`src/include/icc_pkg.sv`:
```
// Constants shared by the instruction cache control block.
// Assumes a single core clock domain and 24-bit program addresses.
package icc_pkg;
    // ----------------------------------------------------------------
    // Geometry
    // ----------------------------------------------------------------
    localparam int ADDR_W  = 24;
    localparam int INSTR_W = 48;
    localparam int INDEX_W = 4;
    localparam int SETS    = 16;
    localparam int WAYS    = 2;
    localparam int ENT_W   = INDEX_W + 1;
    localparam int ENTRIES = SETS * WAYS;
    localparam int TAG_W   = ADDR_W - INDEX_W;
    localparam int MODE_W  = 32;

    // ----------------------------------------------------------------
    // Mode register fields and reset value
    // ----------------------------------------------------------------
    localparam int               CACHE_OFF_POS = 4;
    localparam int               EXT_OFF_POS   = 6;
    localparam int               HOLD_POS      = 19;
    localparam logic [MODE_W-1:0] MODE_RST     = 32'h0000_0000;

    // ----------------------------------------------------------------
    // Latencies in core cycles
    // ----------------------------------------------------------------
    localparam int HOLD_LAT      = 2;
    localparam int FLUSH_LAT_INT = 1;
    localparam int FLUSH_LAT_EXT = 2;

    // Invalidate stall sequencer
    typedef enum logic [1:0] {
        FL_IDLE  = 2'b00,
        FL_WAIT1 = 2'b01,
        FL_WAIT2 = 2'b10
    } icc_flush_t;
endpackage : icc_pkg

```
`src/verilog/icc_data_mem.sv`:
```
// Instruction data store of the cache, one word per way and set.
// Assumes write and read come from the same core clock; read is registered.
`timescale 1ns/1ps
`default_nettype none
module icc_data_mem #(
    parameter int WIDTH  = 48,
    parameter int DEPTH  = 32,
    parameter int AWIDTH = 5
) (
    input  wire logic              clk_sys,
    input  wire logic              sys_rst,
    input  wire logic              wr_en,
    input  wire logic [AWIDTH-1:0] wr_addr,
    input  wire logic [WIDTH-1:0]  wr_data,
    input  wire logic              rd_en,
    input  wire logic [AWIDTH-1:0] rd_addr,
    output logic      [WIDTH-1:0]  rd_data
);
    logic [WIDTH-1:0] mem_r [0:DEPTH-1];
    logic [WIDTH-1:0] rd_data_nxt;

    // ----------------------------------------------------------------
    // Read port
    // ----------------------------------------------------------------
    // Read-before-write: the caller forwards a same-cycle write itself
    always_comb begin
        rd_data_nxt = rd_en ? mem_r[rd_addr] : rd_data;
    end

    always_ff @(posedge clk_sys) begin
        if (sys_rst) begin
            rd_data <= '0;
        end else begin
            rd_data <= rd_data_nxt;
        end
    end

    // ----------------------------------------------------------------
    // Write port
    // ----------------------------------------------------------------
    // Contents need no reset; valid bits live with the tags
    always_ff @(posedge clk_sys) begin
        if (wr_en) begin
            mem_r[wr_addr] <= wr_data;
        end
    end
endmodule // icc_data_mem
`default_nettype wire

```
`src/verilog/icc_cache_ctrl.sv`:
```
// Two-way set-associative instruction cache with LRU, mode bits and flush.
// Assumes fetch, collision and mode-write strobes come from core-clock logic.
`timescale 1ns/1ps
`default_nettype none
module icc_cache_ctrl
    import icc_pkg::*;
(
    input  wire logic                       clk_sys,
    input  wire logic                       sys_rst,
    input  wire logic                       fetch_valid,
    input  wire logic [icc_pkg::ADDR_W-1:0] fetch_addr,
    input  wire logic                       fetch_is_ext,
    input  wire logic                       pm_collide,
    input  wire logic [icc_pkg::INSTR_W-1:0] program_mem_data_bus,
    input  wire logic                       mode_wr_en,
    input  wire logic [icc_pkg::MODE_W-1:0] mode_wr_data,
    input  wire logic                       flush_req,
    input  wire logic                       flush_next_ext,
    output logic [icc_pkg::MODE_W-1:0]      core_mode_reg_two,
    output logic                            fetch_stall,
    output logic                            flush_stall,
    output logic                            cache_hit,
    output logic [icc_pkg::INSTR_W-1:0]     instr_out
);
    import icc_pkg::*;

    logic [MODE_W-1:0]  mode_r, mode_nxt;
    logic [HOLD_LAT-1:0] hold_dly_r, hold_dly_nxt;
    logic               cache_off_bit, external_cache_off_bit, cache_hold_bit;
    icc_flush_t         flush_st_r, flush_st_nxt;
    logic               flush_go;
    logic [TAG_W-1:0]   tag_r [0:ENTRIES-1];
    logic [TAG_W-1:0]   tag_nxt [0:ENTRIES-1];
    logic [ENTRIES-1:0] valid_r, valid_nxt;
    logic [SETS-1:0]    lru_r, lru_nxt;
    logic [INDEX_W-1:0] set_idx;
    logic [TAG_W-1:0]   fetch_tag;
    logic               lookup, hit, hit_way, victim, alloc;
    logic [ENT_W-1:0]   hit_ent, alloc_ent;
    logic               pend_r, pend_nxt;
    logic [ENT_W-1:0]   pend_ent_r, pend_ent_nxt;
    logic               hit_r, hit_nxt, byp_r, byp_nxt;
    logic [INSTR_W-1:0] byp_data_r, byp_data_nxt, mem_q;

    // ----------------------------------------------------------------
    // Mode register and freeze latency
    // ----------------------------------------------------------------
    // Freeze passes a second stage so it bites two instructions after the write
    always_comb begin
        mode_nxt     = mode_wr_en ? mode_wr_data : mode_r;
        hold_dly_nxt = {hold_dly_r[HOLD_LAT-2:0], mode_nxt[HOLD_POS]};
    end

    always_ff @(posedge clk_sys) begin
        if (sys_rst) begin
            mode_r     <= MODE_RST;
            hold_dly_r <= '0;
        end else begin
            mode_r     <= mode_nxt;
            hold_dly_r <= hold_dly_nxt;
        end
    end

    assign cache_off_bit          = mode_r[CACHE_OFF_POS];
    assign external_cache_off_bit = mode_r[EXT_OFF_POS];
    assign cache_hold_bit         = hold_dly_r[HOLD_LAT-1];
    assign core_mode_reg_two      = mode_r;

    // ----------------------------------------------------------------
    // Invalidate sequencer
    // ----------------------------------------------------------------
    // Requests during the stall are dropped; the core is held anyway
    assign flush_go    = flush_req && (flush_st_r == FL_IDLE);
    assign flush_stall = (flush_st_r != FL_IDLE);

    always_comb begin
        case (flush_st_r)
            FL_IDLE: begin
                if (flush_go) begin
                    flush_st_nxt = flush_next_ext ? FL_WAIT2 : FL_WAIT1;
                end else begin
                    flush_st_nxt = FL_IDLE;
                end
            end
            FL_WAIT2: flush_st_nxt = FL_WAIT1;
            FL_WAIT1: flush_st_nxt = FL_IDLE;
            default:  flush_st_nxt = FL_IDLE;
        endcase
    end

    always_ff @(posedge clk_sys) begin
        if (sys_rst) begin
            flush_st_r <= FL_IDLE;
        end else begin
            flush_st_r <= flush_st_nxt;
        end
    end

    // ----------------------------------------------------------------
    // Lookup and hit detection
    // ----------------------------------------------------------------
    // Low address bits pick the set, so 0x104/0x204/0x214 collide
    assign set_idx   = fetch_addr[INDEX_W-1:0];
    assign fetch_tag = fetch_addr[ADDR_W-1:INDEX_W];

    // Disabled cache holds colliding internal fetches instead of looking up
    assign fetch_stall = fetch_valid && pm_collide && !fetch_is_ext && cache_off_bit;
    assign lookup = fetch_valid && !cache_off_bit && !flush_stall && !flush_go
                    && (fetch_is_ext ? !external_cache_off_bit : pm_collide);

    always_comb begin
        hit     = 1'b0;
        hit_way = 1'b0;
        for (int w = 0; w < WAYS; w++) begin
            if (valid_r[{set_idx, w[0]}] && tag_r[{set_idx, w[0]}] == fetch_tag) begin
                hit     = lookup;
                hit_way = w[0];
            end
        end
    end

    // Empty way first, otherwise the least recently used one
    assign victim    = !valid_r[{set_idx, 1'b0}] ? 1'b0 :
                       !valid_r[{set_idx, 1'b1}] ? 1'b1 : lru_r[set_idx];
    assign hit_ent   = {set_idx, hit_way};
    assign alloc_ent = {set_idx, victim};
    assign alloc     = lookup && !hit && !cache_hold_bit;

    // ----------------------------------------------------------------
    // Tag, valid and LRU state
    // ----------------------------------------------------------------
    always_comb begin
        tag_nxt   = tag_r;
        valid_nxt = valid_r;
        lru_nxt   = lru_r;
        if (flush_go) begin
            valid_nxt = '0;
        end else if (alloc) begin
            tag_nxt[alloc_ent]   = fetch_tag;
            valid_nxt[alloc_ent] = 1'b1;
            lru_nxt[set_idx]     = ~victim;
        end else if (hit) begin
            lru_nxt[set_idx]     = ~hit_way;
        end
    end

    // Tags need no reset: valid bits gate them
    always_ff @(posedge clk_sys) begin
        tag_r <= tag_nxt;
        if (sys_rst) begin
            valid_r <= '0;
            lru_r   <= '0;
        end else begin
            valid_r <= valid_nxt;
            lru_r   <= lru_nxt;
        end
    end

    // ----------------------------------------------------------------
    // Data fill and read-out
    // ----------------------------------------------------------------
    // Fetched word arrives on the bus one cycle after the miss; a hit on the
    // entry being filled that cycle takes the bus word, the store is stale
    always_comb begin
        pend_nxt     = alloc;
        pend_ent_nxt = alloc ? alloc_ent : pend_ent_r;
        hit_nxt      = hit;
        byp_nxt      = hit && pend_r && (pend_ent_r == hit_ent);
        byp_data_nxt = byp_nxt ? program_mem_data_bus : byp_data_r;
    end

    always_ff @(posedge clk_sys) begin
        if (sys_rst) begin
            pend_r     <= 1'b0;
            pend_ent_r <= '0;
            hit_r      <= 1'b0;
            byp_r      <= 1'b0;
            byp_data_r <= '0;
        end else begin
            pend_r     <= pend_nxt;
            pend_ent_r <= pend_ent_nxt;
            hit_r      <= hit_nxt;
            byp_r      <= byp_nxt;
            byp_data_r <= byp_data_nxt;
        end
    end

    icc_data_mem #(
        .WIDTH  (INSTR_W),
        .DEPTH  (ENTRIES),
        .AWIDTH (ENT_W)
    ) u_data_mem (
        .clk_sys (clk_sys),
        .sys_rst (sys_rst),
        .wr_en   (pend_r),
        .wr_addr (pend_ent_r),
        .wr_data (program_mem_data_bus),
        .rd_en   (hit),
        .rd_addr (hit_ent),
        .rd_data (mem_q)
    );

    assign cache_hit = hit_r;
    assign instr_out = byp_r ? byp_data_r : mem_q;
endmodule // icc_cache_ctrl
`default_nettype wire

```
`config.mk`:
```
export PLATFORM = sky130hd
export DESIGN_NAME = icc_cache_ctrl
export DESIGN_NICKNAME = d
export VERILOG_FILES = /design/src/include/icc_pkg.sv /design/src/verilog/icc_data_mem.sv /design/src/verilog/icc_cache_ctrl.sv
export SDC_FILE = /design/constraint.sdc
export NUM_CORES = 2
export LEC_CHECK = 0
export BUFFER_PORTS_ARGS = -buffer_cell sky130_fd_sc_hd__buf_2
export CAP_MARGIN = 20
export CORE_MARGIN = 1
export CORE_UTILIZATION = 60
export CTS_BUF_LIST = sky130_fd_sc_hd__clkbuf_4 sky130_fd_sc_hd__clkbuf_8 sky130_fd_sc_hd__clkbuf_16
export DETAILED_ROUTE_END_ITERATION = 8
export PLACE_DENSITY_LB_ADDON = 0.08
export SYNTH_ARGS = -nofsm -noshare
export SYNTH_HDL_FRONTEND = slang
export SYNTH_HIERARCHICAL = 1
export SYNTH_SLANG_ARGS = --single-unit
```
`constraint.sdc`:
```
create_clock -name clk_sys -period 6.94 [get_ports clk_sys]
set_input_delay 0 -clock clk_sys [delete_from_list [all_inputs] [get_ports clk_sys]]
set_output_delay 0 -clock clk_sys [all_outputs]
set_load 0.01 [all_outputs]
```
==> metrics.md <==
| Metric | Value |
|---|---|
| Ports placed on the boundary | 195 |
| Wirelength, routed | 254400 um |
| Maximum number of pins on one net before global-route repair | 138 |
| Fraction of registers with async set or reset after synthesis | 0 |
| Tightest Hold Check Type | input port to register |
| First drt pass iteration count | 6 |
| Floorplan Core Area | 156200 um^2 |
| Status | completed |
| Number of cells in the design after placement | 7444 |
| Starting DRC count in detailed routing | 6263 |
| Cell Int Power | 23.20 mW |
| Layout Nets | 5906 |
| Required time at the worst-slack endpoint | 7.69 ns |
| Final setup violating endpoints | 0 |
| Kind of critical path | input port to register |
| Number of antenna violations at the first check in global routing | 10 |
| Clock slew at the register clock pins of the worst setup and hold paths | 0.06 ns |
| Final hold viol count | 0 |
| Via count | 53770 |
| Gr ovfl total | 0 |
| Setup_tns | 0 ns |
| Peak per-stage delay on the critical path | 0.67 ns |
| Power per cell area | 271.7 nW/um^2 |
| Switch share | 0.2054 |
| CTS tree | done |
| Element type at the critical path start | input port |
| DIE AREA | 159000 um^2 |
| Leakage power of the design | 33.66 nW |
| Fraction of power consumed by sequential logic | 0.533 |
| Cell type of the slowest stage on the worst timing path | buf_6 |
| Final critical path time including I/O delays and setup | 5.430 ns |
| Worst slew margin | 0.2028 |
| Overall routing resource usage | 0.3189 |
| Combinational Power Share | 0.040 |
| Die span in y | 398.8 um |
| Number of fillers in the final layout | 10150 |
| Element type at the critical path end | register |
| Cells after Synth | 5389 |
| Via count normalized by instance count | 6.675 |
| Horizontal die dimension | 398.8 um |
| Worst Clk Skew | 0.03279 ns |
| First-pass GRT wire length | 363800 um |
| Number of buffers on the longest clock path | 3 |
| Top achievable clock speed | 184.2 MHz |
| Top fanout value on the critical path | 102 |
| PortBufs | 194 |
| Number of distinct library cells after synthesis | 86 |
| Synthesis-to-finish area growth | 13.75% |
| Final Cycle Share | 0.7824 |
| RSZ-0062 raised after global routing | no |
| Arrival @ worst endpoint | 6.18 ns |
| Initial core utilization | 0.6048 |
| Dominant synthesized flop cell | edfxtp_1 |
| Number of nets still failing antenna checks after routing | 0 |
| Clk sink count | 2363 |
| Peak supply drop | 235.5 uV |
| Clock insertion delay at the later pin of the skew report | 0.85 ns |
| Share of synthesized area occupied by flip-flops and latches | 0.7313 |
| YS warnings | 6 |
| FF+latch count, synth | 2363 |
| Number of rows created at floorplan | 145 |
| Average footprint of a synthesized cell | 17.53 um^2 |
| Net load switching power | 5.997 mW |
| Part of the power in the clock network | 0.427 |
| Wire length per cell | 31.58 um |
| Cells traversed along the worst timing path | dlygate4sd3_1, buf_6, buf_4, mux4_2, xnor2_1, o22ai_1, a211oi_1, o2111ai_1, nor3_1, or4b_4, inv_8, buf_12, mux2i_1, a22oi_1, a21oi_1, or4_1, a211oi_2 |
| Fraction of layout instances using a drive strength above 1 | 0.1829 |
| CTS root buf | clkbuf_16 |
| Number of flops mapped to enable cells by yosys | 2176 |
| Netlist area before placement | 94470 um^2 |
| Post-route insts no fill | 8055 |
| Detailed Place HPWL | 126900 um |
| Number of buffers added for setup after CTS | 0 |
| Drt drc | 0 |
| Post-synth net total | 5501 |
| Clock buffer count from CTS | 225 |
| Final max-slew violation count | 0 |
| Number of levels in the clock H-tree | 4 |
| Final weighted congestion in routability-driven placement | 0.8394 |
| Number of global-route vias before repair | 52960 |
| Worst-Margin Slew | 1.196 ns |
| Number of violations of the max-capacitance limit | 0 |
==> layer usage <==
metal	GRT usage	part of all wire	wire, um
met5	0	0.000051	13
met2	0.5145	0.48	122900
met1	0.4371	0.39	98930
met4	0.1186	0.037	9353
met3	0.05669	0.091	23180
==> cell usage in the layout, fill, tap and decap left out, types with 52 or more instances in the layout <==
cell	n
a211oi_2	52
a21oi_1	205
a22oi_1	409
and3_1	53
buf_2	190
buf_4	132
clkbuf_16	231
clkbuf_4	64
dfxtp_1	185
dlygate4sd3_1	180
edfxtp_1	2176
mux2_2	54
mux2i_1	921
mux4_2	141
nor2_1	180
nor3_1	63
nor4_1	53
==> final cells by class <==
type | instances | area, um^2 | area share
Clock buffer | 311 | 6481 | 0.06031
Inverter | 21 | 86.33 | 0.0008034
Timing Repair Buffer | 539 | 4469 | 0.04159
Sequential cell | 2363 | 69090 | 0.6430
Clock inverter | 113 | 1124 | 0.01046
Multi-Input combinational cell | 2644 | 23620 | 0.2198
Tap cell | 2058 | 2575 | 0.02396
Antenna cell | 6 | 15.01 | 0.0001397
==> Yosys cell counts (19+ instances only) <==
| master | n | area, um^2 |
|---|---|---|
| buf_6 | 64 | 720.7 |
| o21ai_0 | 19 | 95.09 |
| clkbuf_1 | 172 | 645.6 |
| buf_1 | 22 | 82.58 |
| edfxtp_1 | 2176 | 65340 |
| a22oi_1 | 409 | 3070 |
| buf_2 | 42 | 210.2 |
| mux2i_1 | 921 | 9219 |
| mux4_2 | 141 | 3176 |
| a211oi_2 | 52 | 650.6 |
| xnor2_1 | 38 | 332.8 |
| a22o_1 | 41 | 359.1 |
| nor3_1 | 95 | 475.5 |
| nand3_1 | 22 | 110.1 |
| or4_1 | 49 | 367.9 |
| buf_4 | 46 | 345.3 |
| nor2_1 | 214 | 803.3 |
| dfxtp_1 | 187 | 3744 |
| mux2_2 | 54 | 608.1 |
| and3_1 | 53 | 331.6 |
| a21oi_1 | 206 | 1031 |
| a2111oi_1 | 47 | 470.5 |
| nand2_1 | 50 | 187.7 |
| nor4_1 | 53 | 331.6 |
==> metrics by stage <==
stage | utilization | power, mW | hold WS [ns] | area [um^2] | worst slack, ns
after floorplan | - | 16.43 | 0.09887 | 94470 | 2.571
after global placement | 0.6269 | 16.91 | 0.2335 | 97930 | 1.413
after detailed placement | 0.6275 | 16.93 | 0.2420 | 98010 | 1.394
after CTS | 0.6877 | 29.29 | 0.01447 | 107400 | 1.703
after global routing | 0.6879 | 29.93 | 0.05870 | 107500 | 1.344
final | 0.6879 | 29.20 | 0.06257 | 107500 | 1.510
==> path summary, 6_finish.rpt <==
kind | endpoint | startpoint | depth (start not counted) | slack [ns]
max | u_data_mem/rd_data[30] | fetch_addr[2] | 17 | 1.51
min | tag_r[84] | fetch_addr[8] | 2 | 0.06
max reg2reg | u_data_mem/rd_data[30] | tag_r[129] | 14 | 1.77
min reg2reg | lru_r[5] | lru_r[5] | 2 | 0.46
==> power by group through the flow <==
stage	Combinational (mW)	Sequential, mW	Clock, mW
final	1.16	15.6	12.5
after global routing	1.23	15.6	13.1
after CTS	1.15	15.6	12.6
after detailed placement	1.05	15.9	0
after global placement	1.03	15.9	0
after floorplan	0.546	15.9	0
==> flip-flops by register name, summed over array words and instances (netlist names), 5 cells and up <==
name / cells
lru_r: 16
core_mode_reg_two: 31
u_data_mem/mem_r: 1536
tag_r: 640
u_data_mem/rd_data: 48
pend_ent_r: 5
valid_r: 32
byp_data_r: 48
==> repair_timing <==
action | in CTS | in global routing
hold endpoints to repair | 2316 | 0
endpoints found under the setup margin | 0 | 0
hold buffers | 180 | 0
resized for setup | 0 | 0
==> kinds of logic (layout without fill, tap and decap cells) <==
kind of cell | Yosys count | in the layout | synth area share
xor+xnor | 52 | 52 | 0.004900
simple gates | 611 | 611 | 0.03397
other cells | 0 | 6 | 0
mux | 1121 | 1121 | 0.1382
flops | 2363 | 2363 | 0.7313
compound gates | 860 | 860 | 0.06786
buf+inv | 382 | 984 | 0.02375
==> critical path, delay by kind of cell <==
family          cells  cell delay [ns]
compound gates      6             1.10
xor+xnor            1             0.22
buf+inv             5             2.57
mux                 2             0.61
simple gates        3             1.40
Note: power is estimated with default switching activity, not from simulation.
